[src/rtl/bmsnpe_pkg.sv]
package bmsnpe_pkg;
   // Message type and severity codes
   localparam logic [3:0] TYPE_FIXED     = 4'h1;
   localparam logic [3:0] TYPE_DEBUG     = 4'h2;
   localparam logic [3:0] LVL_DEBUG      = 4'h0;
   localparam logic [3:0] LVL_INFORM     = 4'h1;
   localparam logic [3:0] LVL_WARN       = 4'h2;
   localparam logic [3:0] LVL_CRITICAL   = 4'h3;
   localparam logic [3:0] LVL_FATAL      = 4'h4;
   localparam logic [3:0] LVL_MAX        = 4'h4;
   // Event codes
   localparam logic [7:0] EV_NO_SENSOR_BASE  = 8'h3d;
   localparam logic [7:0] EV_NO_SENSOR_LAST  = 8'h42;
   localparam logic [3:0] SENSOR_CH_FIRST    = 4'h3;
   localparam logic [3:0] SENSOR_CH_LAST     = 4'h8;
   localparam logic [7:0] EV_MODE_BASE       = 8'h46;
   localparam logic [7:0] EV_MODE_LAST       = 8'h4c;
   localparam logic [7:0] EV_SELF_TEST_DONE  = 8'h4d;
   localparam logic [7:0] EV_UNSUPPORTED     = 8'h4e;
   localparam logic [7:0] EV_READBACK_FAIL   = 8'h4f;
   localparam logic [7:0] EV_EXT_IRQ_UNDEF   = 8'h52;
   localparam logic [3:0] EXT_IRQ_CH_FIRST   = 4'h5;
   localparam logic [3:0] EXT_IRQ_CH_LAST    = 4'hf;
   localparam logic [7:0] EV_BAL_LOWER       = 8'h53;
   localparam logic [7:0] EV_BAL_UPPER       = 8'h54;
   // Operating mode index, order matches event codes 0x46..0x4c
   localparam logic [2:0] OPM_DEGRADED = 3'h0;
   localparam logic [2:0] OPM_IDLE     = 3'h1;
   localparam logic [2:0] OPM_IDLE_NFE = 3'h2;
   localparam logic [2:0] OPM_RUN      = 3'h3;
   localparam logic [2:0] OPM_SHUTDOWN = 3'h4;
   localparam logic [2:0] OPM_REDUCED  = 3'h5;
   localparam logic [2:0] OPM_TEST     = 3'h6;
   // Task state, power mode, rail bits
   localparam logic [7:0] TASK_LAST       = 8'h05;
   localparam logic [7:0] PMODE_SHUTDOWN  = 8'h01;
   localparam logic [7:0] PMODE_IDLE      = 8'h02;
   localparam logic [7:0] PMODE_IDLE_NFE  = 8'h03;
   localparam logic [7:0] PMODE_RUN       = 8'h04;
   localparam logic [7:0] PMODE_TEST      = 8'h05;
   localparam int         RAIL_COUNT      = 6;
   localparam logic [3:0] DBG_MOD_FIRST   = 4'h1;
   localparam logic [3:0] DBG_MOD_LAST    = 4'hf;
   // Event sources in the interrupt status layout
   localparam int         EV_COUNT        = 8;
   localparam int         EVB_SENSOR      = 0;
   localparam int         EVB_MODE        = 1;
   localparam int         EVB_SELF_TEST   = 2;
   localparam int         EVB_UNSUPPORTED = 3;
   localparam int         EVB_READBACK    = 4;
   localparam int         EVB_EXT_IRQ     = 5;
   localparam int         EVB_BALANCE     = 6;
   localparam int         EVB_DEBUG       = 7;
   // Wishbone register offsets (byte addresses)
   localparam logic [7:0] REG_CTRL     = 8'h00;
   localparam logic [7:0] REG_STATUS   = 8'h04;
   localparam logic [7:0] REG_MASK     = 8'h08;
   localparam logic [7:0] REG_PAY_LO   = 8'h0c;
   localparam logic [7:0] REG_PAY_HI   = 8'h10;
   localparam logic [7:0] REG_BUILD    = 8'h14;
   localparam logic [7:0] REG_FRAMES   = 8'h18;
   // Reset values
   localparam logic [7:0]  CTRL_RST    = 8'h01;
   localparam logic [15:0] BUILD_RST   = 16'h0000;
   localparam logic [7:0]  MASK_RST    = 8'h00;
   // Control register fields
   localparam int CTRL_EN_BIT      = 0;
   localparam int CTRL_LVL_LSB     = 4;
endpackage : bmsnpe_pkg

[src/rtl/bmsnpe_encoder.sv]
// Behaviour
// Type upper nibble, severity lower nibble, byte 0
// Severity 0..4, type fixed 1, debug 2
// Fixed: code, task, rails, mode, 0, build
// Missing sensor channels 3..8 give 0x3d..0x42
// Mode changes give codes 0x46..0x4c in order
// Unsupported request 0x4e, self test done 0x4d
// Readback mismatch reports code 0x4f
// Undefined ext interrupt 5..15 gives 0x52
// Balancing start: lower 0x53, upper 0x54
// Task state byte codes 0 to 5
// Rail status bit n high when rail on
// Power mode byte codes 1 to 5
// Debug: module byte 1, data 2..4, rest 0
// Debug module identifiers 1 to 15
// Debug data is a free reference value
// Status latched with event; whole frame presented
//
// Our own choices: the register addresses and register access over Wishbone.
`timescale 1ns/1ps
module bmsnpe_encoder (
   input  wire logic        ref_clk,
   input  wire logic        rst_b,
   input  wire logic [31:0] wb_adr_i,
   input  wire logic [31:0] wb_dat_i,
   input  wire logic [3:0]  wb_sel_i,
   input  wire logic        wb_we_i,
   input  wire logic        wb_cyc_i,
   input  wire logic        wb_stb_i,
   output logic      [31:0] wb_dat_o,
   output logic             wb_ack_o,
   output logic             wb_err_o,
   input  wire logic [3:0]  sensor_missing_ch,
   input  wire logic        sensor_missing_event,
   input  wire logic [2:0]  mode_changed_to,
   input  wire logic        mode_change_event,
   input  wire logic        power_on_self_test_done,
   input  wire logic        unsupported_request_event,
   input  wire logic        readback_mismatch_event,
   input  wire logic [3:0]  ext_irq_ch,
   input  wire logic        undefined_ext_irq_event,
   input  wire logic        balance_upper,
   input  wire logic        balance_start_event,
   input  wire logic [3:0]  debug_module_id,
   input  wire logic [23:0] debug_reference,
   input  wire logic        debug_event,
   input  wire logic [7:0]  task_state,
   input  wire logic [5:0]  rail_on,
   input  wire logic [7:0]  power_mode,
   output logic      [63:0] frame_payload,
   output logic             frame_valid,
   input  wire logic        frame_ready,
   output logic             event_busy,
   output logic             irq
);
   logic [7:0]  ctrl;
   logic [7:0]  next_ctrl;
   logic [15:0] build;
   logic [15:0] next_build;
   logic [7:0]  irq_status;
   logic [7:0]  next_irq_status;
   logic [7:0]  irq_mask;
   logic [7:0]  next_irq_mask;
   logic [15:0] frames_sent;
   logic [15:0] next_frames_sent;
   logic [31:0] next_wb_dat_o;
   logic        next_wb_ack_o;
   logic        next_wb_err_o;
   logic [63:0] next_frame_payload;
   logic        next_frame_valid;
   logic        next_irq;
   logic        next_event_busy;

   // Fixed frame: byte 0 type/level, then code, task, rails, mode, 0, build lo, build hi
   function automatic logic [63:0] fixed_frame(input logic [3:0] lvl, input logic [7:0] code,
                                               input logic [7:0] tsk, input logic [5:0] rails,
                                               input logic [7:0] pm, input logic [15:0] bld);
      fixed_frame = {bld[15:8], bld[7:0], 8'h00, pm, {2'h0, rails}, tsk, code,
                     bmsnpe_pkg::TYPE_FIXED, lvl};
   endfunction : fixed_frame

   // Event arbitration: one source is accepted per cycle, lowest index first
   logic                                  accept;
   logic [bmsnpe_pkg::EV_COUNT-1:0]        ev_req;
   logic [bmsnpe_pkg::EV_COUNT-1:0]        ev_hit;
   logic [7:0]                             ev_code;
   logic                                   ev_dbg;
   logic                                   sensor_ok;
   logic                                   irq_ok;
   logic                                   task_ok;
   logic                                   pm_ok;
   logic [3:0]                             lvl;
   logic                                   bus_req;
   logic                                   bus_hit;

   assign sensor_ok = sensor_missing_ch >= bmsnpe_pkg::SENSOR_CH_FIRST &&
                      sensor_missing_ch <= bmsnpe_pkg::SENSOR_CH_LAST;
   assign irq_ok    = ext_irq_ch >= bmsnpe_pkg::EXT_IRQ_CH_FIRST;
   assign task_ok   = task_state <= bmsnpe_pkg::TASK_LAST;
   assign pm_ok     = power_mode >= bmsnpe_pkg::PMODE_SHUTDOWN &&
                      power_mode <= bmsnpe_pkg::PMODE_TEST;
   assign ev_req    = {debug_event && debug_module_id >= bmsnpe_pkg::DBG_MOD_FIRST,
                       balance_start_event, undefined_ext_irq_event && irq_ok,
                       readback_mismatch_event, unsupported_request_event,
                       power_on_self_test_done, mode_change_event && mode_changed_to <= bmsnpe_pkg::OPM_TEST,
                       sensor_missing_event && sensor_ok};
   assign accept    = ctrl[bmsnpe_pkg::CTRL_EN_BIT] && (!frame_valid || frame_ready) && (ev_req != '0);
   assign ev_hit    = ev_req & (~ev_req + 8'h01);
   assign lvl       = (ctrl[bmsnpe_pkg::CTRL_LVL_LSB +: 4] > bmsnpe_pkg::LVL_MAX) ?
                      bmsnpe_pkg::LVL_MAX : ctrl[bmsnpe_pkg::CTRL_LVL_LSB +: 4];
   assign bus_req   = wb_cyc_i && wb_stb_i && !wb_ack_o && !wb_err_o;

   always_comb begin
      ev_code = 8'h00;
      ev_dbg  = 1'b0;
      unique case (1'b1)
         ev_hit[bmsnpe_pkg::EVB_SENSOR]:
            ev_code = bmsnpe_pkg::EV_NO_SENSOR_BASE + {4'h0, sensor_missing_ch - bmsnpe_pkg::SENSOR_CH_FIRST};
         ev_hit[bmsnpe_pkg::EVB_MODE]:
            ev_code = bmsnpe_pkg::EV_MODE_BASE + {5'h00, mode_changed_to};
         ev_hit[bmsnpe_pkg::EVB_SELF_TEST]:   ev_code = bmsnpe_pkg::EV_SELF_TEST_DONE;
         ev_hit[bmsnpe_pkg::EVB_UNSUPPORTED]: ev_code = bmsnpe_pkg::EV_UNSUPPORTED;
         ev_hit[bmsnpe_pkg::EVB_READBACK]:    ev_code = bmsnpe_pkg::EV_READBACK_FAIL;
         ev_hit[bmsnpe_pkg::EVB_EXT_IRQ]:     ev_code = bmsnpe_pkg::EV_EXT_IRQ_UNDEF;
         ev_hit[bmsnpe_pkg::EVB_BALANCE]:
            ev_code = balance_upper ? bmsnpe_pkg::EV_BAL_UPPER : bmsnpe_pkg::EV_BAL_LOWER;
         ev_hit[bmsnpe_pkg::EVB_DEBUG]:       ev_dbg = 1'b1;
         default: ev_code = 8'h00;
      endcase
   end

   // Frame and status path
   always_comb begin
      next_frame_payload = frame_payload;
      next_frame_valid   = frame_valid && !frame_ready;
      next_frames_sent   = frames_sent;
      next_event_busy    = (ev_req != '0) && !accept;
      if (accept) begin
         next_frame_valid = 1'b1;
         next_frames_sent = frames_sent + 16'h0001;
         if (ev_dbg) begin
            next_frame_payload = {24'h000000, debug_reference, debug_module_id == 4'h0 ? 8'h00 :
                                  {4'h0, debug_module_id}, bmsnpe_pkg::TYPE_DEBUG, lvl};
         end else begin
            next_frame_payload = fixed_frame(lvl, ev_code, task_ok ? task_state : 8'h00,
                                             rail_on, pm_ok ? power_mode : 8'h00, build);
         end
      end
   end

   // Wishbone slave and interrupt registers
   always_comb begin
      next_ctrl       = ctrl;
      next_build      = build;
      next_irq_mask   = irq_mask;
      next_irq_status = irq_status;
      next_wb_dat_o   = 32'h00000000;
      next_wb_ack_o   = 1'b0;
      next_wb_err_o   = 1'b0;
      bus_hit         = 1'b1;
      if (bus_req) begin
         unique case (wb_adr_i[7:0])
            bmsnpe_pkg::REG_CTRL: begin
               next_wb_dat_o = {24'h000000, ctrl};
               if (wb_we_i && wb_sel_i[0]) next_ctrl = wb_dat_i[7:0];
            end
            bmsnpe_pkg::REG_STATUS: begin
               next_wb_dat_o = {24'h000000, irq_status};
               if (!wb_we_i) next_irq_status = 8'h00;
            end
            bmsnpe_pkg::REG_MASK: begin
               next_wb_dat_o = {24'h000000, irq_mask};
               if (wb_we_i && wb_sel_i[0]) next_irq_mask = wb_dat_i[7:0];
            end
            bmsnpe_pkg::REG_PAY_LO: next_wb_dat_o = frame_payload[31:0];
            bmsnpe_pkg::REG_PAY_HI: next_wb_dat_o = frame_payload[63:32];
            bmsnpe_pkg::REG_BUILD: begin
               next_wb_dat_o = {16'h0000, build};
               if (wb_we_i && wb_sel_i[0]) next_build[7:0]  = wb_dat_i[7:0];
               if (wb_we_i && wb_sel_i[1]) next_build[15:8] = wb_dat_i[15:8];
            end
            bmsnpe_pkg::REG_FRAMES: next_wb_dat_o = {16'h0000, frames_sent};
            default: bus_hit = 1'b0;
         endcase
         if (wb_adr_i[31:8] != 24'h000000) bus_hit = 1'b0;
         if (!bus_hit) begin
            next_ctrl       = ctrl;
            next_build      = build;
            next_irq_mask   = irq_mask;
            next_irq_status = irq_status;
            next_wb_dat_o   = 32'h00000000;
         end
         next_wb_ack_o = bus_hit;
         next_wb_err_o = !bus_hit;
      end
      // Accepted events set sticky bits; a set wins over a read clear
      if (accept) next_irq_status = next_irq_status | ev_hit;
      next_irq = (next_irq_status & next_irq_mask) != 8'h00;
   end

   always_ff @(posedge ref_clk or negedge rst_b) begin
      if (!rst_b) begin
         ctrl          <= bmsnpe_pkg::CTRL_RST;
         build         <= bmsnpe_pkg::BUILD_RST;
         irq_mask      <= bmsnpe_pkg::MASK_RST;
         irq_status    <= 8'h00;
         frames_sent   <= 16'h0000;
         wb_dat_o      <= 32'h00000000;
         wb_ack_o      <= 1'b0;
         wb_err_o      <= 1'b0;
         frame_payload <= 64'h0000000000000000;
         frame_valid   <= 1'b0;
         event_busy    <= 1'b0;
         irq           <= 1'b0;
      end else begin
         ctrl          <= next_ctrl;
         build         <= next_build;
         irq_mask      <= next_irq_mask;
         irq_status    <= next_irq_status;
         frames_sent   <= next_frames_sent;
         wb_dat_o      <= next_wb_dat_o;
         wb_ack_o      <= next_wb_ack_o;
         wb_err_o      <= next_wb_err_o;
         frame_payload <= next_frame_payload;
         frame_valid   <= next_frame_valid;
         event_busy    <= next_event_busy;
         irq           <= next_irq;
      end
   end

   // Checks
   property p_byte0_type;
      @(posedge ref_clk) disable iff (!rst_b)
      accept |=> frame_payload[7:4] == ($past(ev_dbg) ? bmsnpe_pkg::TYPE_DEBUG : bmsnpe_pkg::TYPE_FIXED);
   endproperty
   a_byte0_type: assert property (p_byte0_type) else $error("byte 0 type nibble wrong");
   property p_level_range;
      @(posedge ref_clk) disable iff (!rst_b)
      frame_valid |-> frame_payload[3:0] <= bmsnpe_pkg::LVL_MAX;
   endproperty
   a_level_range: assert property (p_level_range) else $error("severity out of range");
   property p_fixed_layout;
      @(posedge ref_clk) disable iff (!rst_b)
      (accept && !ev_dbg) |=> frame_payload[47:40] == 8'h00 && frame_payload[63:48] == $past(build);
   endproperty
   a_fixed_layout: assert property (p_fixed_layout) else $error("fixed frame layout wrong");
   property p_sensor_code;
      @(posedge ref_clk) disable iff (!rst_b)
      (accept && ev_hit[bmsnpe_pkg::EVB_SENSOR]) |=>
      frame_payload[15:8] == 8'h3a + {4'h0, $past(sensor_missing_ch)};
   endproperty
   a_sensor_code: assert property (p_sensor_code) else $error("sensor code wrong");
   property p_mode_code;
      @(posedge ref_clk) disable iff (!rst_b)
      (accept && ev_hit[bmsnpe_pkg::EVB_MODE]) |=>
      frame_payload[15:8] == 8'h46 + {5'h00, $past(mode_changed_to)} &&
      frame_payload[15:8] <= bmsnpe_pkg::EV_MODE_LAST;
   endproperty
   a_mode_code: assert property (p_mode_code) else $error("mode code wrong");
   property p_self_test_code;
      @(posedge ref_clk) disable iff (!rst_b)
      (accept && ev_hit[bmsnpe_pkg::EVB_SELF_TEST]) |=> frame_payload[15:8] == bmsnpe_pkg::EV_SELF_TEST_DONE;
   endproperty
   a_self_test_code: assert property (p_self_test_code) else $error("self test code wrong");
   property p_readback;
      @(posedge ref_clk) disable iff (!rst_b)
      (accept && ev_hit[bmsnpe_pkg::EVB_READBACK]) |=> frame_payload[15:8] == bmsnpe_pkg::EV_READBACK_FAIL;
   endproperty
   a_readback: assert property (p_readback) else $error("readback code wrong");
   property p_ext_irq_code;
      @(posedge ref_clk) disable iff (!rst_b)
      (accept && ev_hit[bmsnpe_pkg::EVB_EXT_IRQ]) |=> frame_payload[15:8] == bmsnpe_pkg::EV_EXT_IRQ_UNDEF;
   endproperty
   a_ext_irq_code: assert property (p_ext_irq_code) else $error("ext interrupt code wrong");
   property p_balance_code;
      @(posedge ref_clk) disable iff (!rst_b)
      (accept && ev_hit[bmsnpe_pkg::EVB_BALANCE]) |=>
      frame_payload[15:8] == ($past(balance_upper) ? bmsnpe_pkg::EV_BAL_UPPER : bmsnpe_pkg::EV_BAL_LOWER);
   endproperty
   a_balance_code: assert property (p_balance_code) else $error("balance code wrong");
   property p_task_byte;
      @(posedge ref_clk) disable iff (!rst_b)
      (accept && !ev_dbg) |=>
      frame_payload[23:16] == (($past(task_state) <= bmsnpe_pkg::TASK_LAST) ? $past(task_state) : 8'h00);
   endproperty
   a_task_byte: assert property (p_task_byte) else $error("task state byte wrong");
   property p_rail_byte;
      @(posedge ref_clk) disable iff (!rst_b)
      (accept && !ev_dbg) |=> frame_payload[31:24] == {2'b00, $past(rail_on)};
   endproperty
   a_rail_byte: assert property (p_rail_byte) else $error("rail status byte wrong");
   property p_pmode_byte;
      @(posedge ref_clk) disable iff (!rst_b)
      (accept && !ev_dbg) |=>
      frame_payload[39:32] == (($past(power_mode) >= bmsnpe_pkg::PMODE_SHUTDOWN &&
                                $past(power_mode) <= bmsnpe_pkg::PMODE_TEST) ? $past(power_mode) : 8'h00);
   endproperty
   a_pmode_byte: assert property (p_pmode_byte) else $error("power mode byte wrong");
   property p_debug_tail;
      @(posedge ref_clk) disable iff (!rst_b)
      (accept && ev_dbg) |=> frame_payload[63:40] == 24'h000000 && frame_payload[7:4] == bmsnpe_pkg::TYPE_DEBUG;
   endproperty
   a_debug_tail: assert property (p_debug_tail) else $error("debug tail not zero");
   property p_debug_data;
      @(posedge ref_clk) disable iff (!rst_b)
      (accept && ev_dbg) |=>
      frame_payload[39:16] == $past(debug_reference) && frame_payload[15:8] == {4'h0, $past(debug_module_id)};
   endproperty
   a_debug_data: assert property (p_debug_data) else $error("debug module or data wrong");
   property p_frame_hold;
      @(posedge ref_clk) disable iff (!rst_b)
      (frame_valid && !frame_ready) |=> frame_valid && $stable(frame_payload);
   endproperty
   a_frame_hold: assert property (p_frame_hold) else $error("frame changed while waiting");
endmodule : bmsnpe_encoder

[config.mk]
export PLATFORM = sky130hd
export DESIGN_NAME = bmsnpe_encoder
export DESIGN_NICKNAME = d
export VERILOG_FILES = /design/src/rtl/bmsnpe_pkg.sv /design/src/rtl/bmsnpe_encoder.sv
export SDC_FILE = /design/constraint.sdc
export NUM_CORES = 1
export LEC_CHECK = 0
export ABC_AREA = 1
export BUFFER_PORTS_ARGS = -buffer_cell sky130_fd_sc_hd__buf_2
export CORE_ASPECT_RATIO = 0.9
export CORE_MARGIN = 2
export CORE_UTILIZATION = 40
export DETAILED_ROUTE_END_ITERATION = 12
export PLACE_DENSITY = 0.66
export SYNTH_ARGS = -nofsm -noshare
export SYNTH_HDL_FRONTEND = slang
export SYNTH_SLANG_ARGS = --single-unit
[constraint.sdc]
create_clock -name ref_clk -period 3.7 [get_ports ref_clk]
set_input_delay 0.185 -clock ref_clk [delete_from_list [all_inputs] [get_ports ref_clk]]
set_output_delay 0.185 -clock ref_clk [all_outputs]
set_load 0.01 [all_outputs]
### Word-level counts from Yosys, hierarchy flattened

Index checks and enable logic that the tools add are counted.

* add/subtract/negate cells: 5
* $mul: 0
* divide/modulo/power cells: 0
* order comparisons: 9
* eq/ne operators: 6
* shift operators: 0
* multiplexer cells: 26
* bitwise gates (word level): 4
* reduce and logical (&&, ||, !) cells: 31

Operators with widths (count)
* case mux 32 bit (7 select lines): 1
* 2-to-1 mux 8 bit: 11
* 2-to-1 mux 32 bit: 2
* 2-to-1 mux 64 bit: 1
* case mux 8 bit (7 select lines): 1
* == test 8 x 5 -> 1 bit (second input constant): 3
* nonzero test 24 bit: 1
* adder 16 x 1 -> 16 bit (second input constant): 1
* AND 8 bit: 2
* == test 8 x 4 -> 1 bit (second input constant): 2
* less-or-equal comparator 8 x 3 -> 1 bit (second input constant): 2
* nonzero test 8 bit: 2
* logical AND 1 bit: 15
* AND reduction 4 bit: 3
* adder 7 x 3 -> 8 bit (first input constant): 1
* adder 8 x 1 -> 8 bit (second input constant): 1
* == test 8 x 3 -> 1 bit (second input constant): 1
* >= comparator 8 x 1 -> 1 bit (second input constant): 1
* logical NOT 8 bit: 1
* 2-to-1 mux 4 bit: 2
* inverter 8 bit: 1
* OR 8 bit: 1
* adder 6 x 4 -> 7 bit (first input constant): 1
* 2-to-1 mux 1 bit: 7
* 12 further kinds: 17

* bits in registers: 157
* bits in latches: 0
* memory bits (writable): 0
* ROM bits: 0
* input bits: 144
* output and inout bits: 101
* logic and storage cells: 94
* memories: 0

### Longest topological paths before layout

* depth after elaboration: 11
* mapped depth: 17
* depth with buffers taken out: 17

### Least setup slack after synthesis

Ideal clock, no wire load.

* path kind: in2reg
* from: in sensor_missing_ch[0]
* to: reg frame_payload[17]
* setup time: 0.124 ns
* data arrival time: 1.634 ns
* data required time: 3.576 ns
* setup slack: 1.942 ns
* stages: 14
* buffers on the path: 1
* cell sequence: ha_1 nor2_1 nand2_1 nand3_2 nand2_2 nor3_2 nand2_1 nand2_2 inv_2 nand2_2 inv_2 buf_2 nand3_1 nand3_1

* longest elaborated chain between the ends: 8
* elaborated cells on any way between the ends: 11
* those cells by class: add/sub: 1; order compare: 2; mux: 2; bitwise: 2; reduce/logical: 4

Ends and longest elaborated chain
* start, declared: line bmsnpe_encoder.sv:33 `input wire logic [3:0] sensor_missing_ch,`
* >= comparator 4 x 2 -> 1 bit / less-or-equal comparator 4 bit (equally long branches): line bmsnpe_encoder.sv:96, bmsnpe_encoder.sv:97
* logical AND 1 bit *: line bmsnpe_encoder.sv:96 `assign sensor_ok = sensor_missing_ch >= bmsnpe_pkg::SENSOR_CH_FIRST &&`
* logical AND 1 bit *: line bmsnpe_encoder.sv:106 `sensor_missing_event && sensor_ok};`
* inverter 8 bit: line bmsnpe_encoder.sv:108 `assign ev_hit = ev_req & (~ev_req + 8'h01);`
* adder 8 x 1 -> 8 bit: line bmsnpe_encoder.sv:108
* AND 8 bit: line bmsnpe_encoder.sv:108
* 2-to-1 mux 1 bit: line bmsnpe_encoder.sv:116 `unique case (1'b1)`
* 2-to-1 mux 64 bit: line bmsnpe_encoder.sv:141 `if (ev_dbg) begin`
* end signal, assigned: line bmsnpe_encoder.sv:224 `frame_payload <= next_frame_payload;`
* end, declared: line bmsnpe_encoder.sv:50 `output logic [63:0] frame_payload,`

Every way passes the cells marked *; elsewhere a longest branch is shown, timed or not.
A chain may end at the register's enable or synchronous reset.

### Final worst setup path

* from: in debug_module_id[3]
* to: reg frame_payload[28]

* longest elaborated chain between the ends: 7
* elaborated cells on any way between the ends: 9
* those cells by class: add/sub: 1; order compare: 1; mux: 2; bitwise: 2; reduce/logical: 3

Ends and longest elaborated chain
* start, declared: line bmsnpe_encoder.sv:44 `input wire logic [3:0] debug_module_id,`
* >= comparator 4 x 1 -> 1 bit *: line bmsnpe_encoder.sv:102 `assign ev_req = {debug_event && debug_module_id >= bmsnpe_pkg::DBG_MOD_FIRST,`
* logical AND 1 bit *: line bmsnpe_encoder.sv:102
* inverter 8 bit: line bmsnpe_encoder.sv:108
* adder 8 x 1 -> 8 bit: line bmsnpe_encoder.sv:108
* AND 8 bit: line bmsnpe_encoder.sv:108
* 2-to-1 mux 1 bit: line bmsnpe_encoder.sv:116
* 2-to-1 mux 64 bit: line bmsnpe_encoder.sv:141

Marked as above.

==> results.py <==
metrics = {
    "route": {
        "ant_nets": 0,
        "routed_via_density": 4.87,
        "wl_met1_um": 9380,
        "drt-initial-drc-count": 408,
        "drt_wl_total_um": 20500,
        "met3WireLength_um": 1270,
        "top_layer": "met4",
        "met2_length_um": 9520,
        "drc": 0,
        "drt_pre_antenna_iters": 5,
        "wl_per_cell_um": 15.6,
        "routed-via-count": 6395,
    },
    "synth": {
        "ys_seq_elements": 146,
        "syn_area_um2": 6930,
        "yosysWarnings": 0,
        "synth_edf_count": 0,
        "ys_types": 47,
        "syn_avg_cell_area_um2": 8.49,
        "syn_inst": 816,
        "seq_area_frac_synth_pct": 52.7,
        "ys.flop_type": "dfrtp_1",
        "synthArstFlopShare_pct": 100,
    },
    "run_status": {
        "outcome": "finished clean",
    },
    "power_and_ir_drop": {
        "peakVddDrop_uv": 330,
        "leakage_nw": 4.67,
        "pwr_density_cell_nw_per_um2": 435,
    },
    "cells_and_area": {
        "final_util_pct": 53.8,
        "nFillCells": 1607,
        "final_nets": 1216,
        "area_delta_synth_final_pct": 31.5,
        "n_antenna_cell": 0,
        "drive_gt1_share_pct": 26.5,
    },
    "die": {
        "num_rows": 45,
        "die-width_um": 143,
        "die-height_um": 129,
        "start_util_pct": 40.9,
        "core_um2": 16900,
        "dieArea_um2": 18400,
        "ioPinCount": 245,
    },
    "sta": {
        "skew_ns": 0.00667,
        "max_slew.worst_pin.slew_ns": 0.930,
        "grt_setup_unrepaired": "false",
        "finalCritPeriodShare_pct": 75.3,
        "drv_slew": 0,
        "finalSetupViolations": 0,
        "fin_tns_setup_ns": 0,
        "post-route-min-period_ns": 2.79,
        "max_slew_margin_pct": 38.0,
        "clock.fmax_mhz": 359,
        "hold_viol_final": 0,
    },
    "clock_network": {
        "numCtsBuffers": 17,
        "htreeDepth": 4,
        "path_clk_slew_ns": 0.06,
        "cts_max_path_buffers": 2,
        "cts_sinks": 146,
        "clkLatencyLatePin_ns": 0.42,
        "cts_tree": "yes",
        "ctsResizeCount": 0,
        "clockRootBuffer": "clkbuf_16",
    },
    "placement": {
        "hpwl_um": 14600,
        "routabilityCongestion": 0.868,
        "io_buffers": 215,
    },
    "global_routing": {
        "grt_pass1_wl_um": 32100,
        "grt_use_total_pct": 22.9,
        "grt-ovfl-total": 0,
        "grt_pass1_vias": 6190,
        "grt_antenna_before_repair": 0,
        "grt_max_degree": 98,
    },
    "critical_path": {
        "required_ns": 4.00,
        "critPathKind": "in -> reg",
        "cp-start-kind": "input pin",
        "cp.arrival_ns": 3.09,
        "crit_path_max_fanout": 18,
        "setup.worst_path.end_class": "register",
    },
    "run": {
        "drv_cap": 0,
    },
    "worst_hold_path": {
        "min_path_type": "in -> reg",
    },
}
## final cells by class
type                            count  area, um^2  share of cell area (%)
Clock inverter                     10         134                    1.47
Timing Repair Buffer              255        1480                    16.3
Clock buffer                       20         457                    5.01
Tap cell                          235         294                    3.23
Inverter                           92         345                    3.79
Multi-Input combinational cell    554        2750                    30.2
Sequential cell                   146        3650                    40.1
## layer usage
metal | up-vias | track usage [%]
li1 | 3125 | -
met1 | 3008 | 30.4
met2 | 240 | 37.8
met3 | 22 | 5.06
met4 | 0 | 7.11
met5 | - | 0
## where the power goes
part           leakage (nW)  switching, mW  total [mW]  internal [mW]
clock network         0.288          0.662        1.75           1.09
registers              1.84         0.0802        1.76           1.68
logic                  2.55          0.269       0.457          0.189
total                  4.67           1.01        3.97           2.95
## flip-flops by register name, indices dropped and copies added (netlist names)
| signal | cells |
|---|---|
| frame_payload | 53 |
| wb_dat_o | 32 |
| build | 16 |
| frames_sent | 16 |
| ctrl | 8 |
| irq_mask | 8 |
| irq_status | 8 |
| event_busy | 1 |
| frame_valid | 1 |
| irq | 1 |
| wb_ack_o | 1 |
| wb_err_o | 1 |
## Yosys cell counts (all sizes together), types with 6 or more instances
| library cell | instances | share of area, % |
|---|---|---|
| nand2 | 236 | 13 |
| ha | 6 | 1.1 |
| o21ai | 67 | 4.9 |
| buf | 27 | 2.8 |
| nand3 | 36 | 2.9 |
| xor2 | 12 | 1.5 |
| a22o | 9 | 1.1 |
| a21oi | 35 | 2.5 |
| o22ai | 13 | 1.2 |
| nor3 | 9 | 0.88 |
| inv | 91 | 4.9 |
| nor2 | 81 | 5.2 |
| a31oi | 6 | 0.54 |
| nand4 | 6 | 0.94 |
| dfrtp | 145 | 52 |
| clkbuf | 7 | 0.38 |
## cells by family after synthesis
logic type	count (synthesis)	synth area share [%]
adders and majority gates	6	1.08
AOI/OAI and AO/OA	149	12.6
and+or+nand+nor	372	23.3
DFF	146	52.7
other	1	0.0541
buffers and inverters	126	8.16
xor gates and xnor gates	15	1.90
muxes	1	0.162
## worst max-delay path, stage by stage
cell	delay [ns]
dlygate4sd3_1	0.53
buf_2	0.13
nor2_1	0.12
nand2_1	0.07
nand2_1	0.08
nand2_1	0.05
nor2_1	0.15
nand2_1	0.12
nand2_2	0.11
inv_2	0.17
nand2_2	0.32
inv_2	0.27
nand2_1	0.12
nand3_1	0.07
dlygate4sd3_1	0.57
## worst paths after layout
kind | start | end | slack (ns) | cells after the start
min in group asynchronous | rst_b | wb_dat_o[16]$_DFF_PN0_ | 0.42 | 2
max in group asynchronous | rst_b | build[10]$_DFFE_PN0P_ | 2.48 | 3
worst max register to register | ctrl[0]$_DFFE_PN1P_ | frame_payload[24]$_DFFE_PN0N_ | 0.95 | 9
worst min-delay path | wb_dat_i[0] | ctrl[0]$_DFFE_PN1P_ | 0.01 | 3
worst min register to register | build[7]$_DFFE_PN0P_ | build[7]$_DFFE_PN0P_ | 0.49 | 2
worst max-delay path | debug_module_id[3] | frame_payload[28]$_DFFE_PN0N_ | 0.91 | 15
## cell usage in the layout, fill, tap and decap left out, types with 13 or more instances in the layout
master	n
nand3_1	32
dlygate4sd3_1	35
nor2_1	70
buf_2	214
o22ai_1	13
clkbuf_16	17
inv_1	85
nand2_1	229
o21ai_0	36
o21ai_1	29
dfrtp_1	145
a21oi_1	35
## metrics by stage
stage	std cells	total power, mW	hold slack, ns	setup slack [ns]	cell area, um^2
6_report	1312	3.97	0.0118	0.913	9120
5_1_grt	1312	4.13	0.00748	0.678	9120
4_1_cts	1312	3.99	0.00313	0.902	9120
3_5_place_dp	1247	2.21	0.346	0.991	8180
3_3_place_gp	1247	2.20	0.351	1.02	8180
2_1_floorplan	826	2.00	-0.111	1.94	6970
## timing repair
| action | CTS | global route |
|---|---|---|
| buffers inserted | 0 | 0 |
| endpoints found under the hold margin | 123 | 0 |
| hold buffers | 35 | 0 |
| setup endpoints to repair | 0 | 0 |
Power figures use the tool's default switching activity.
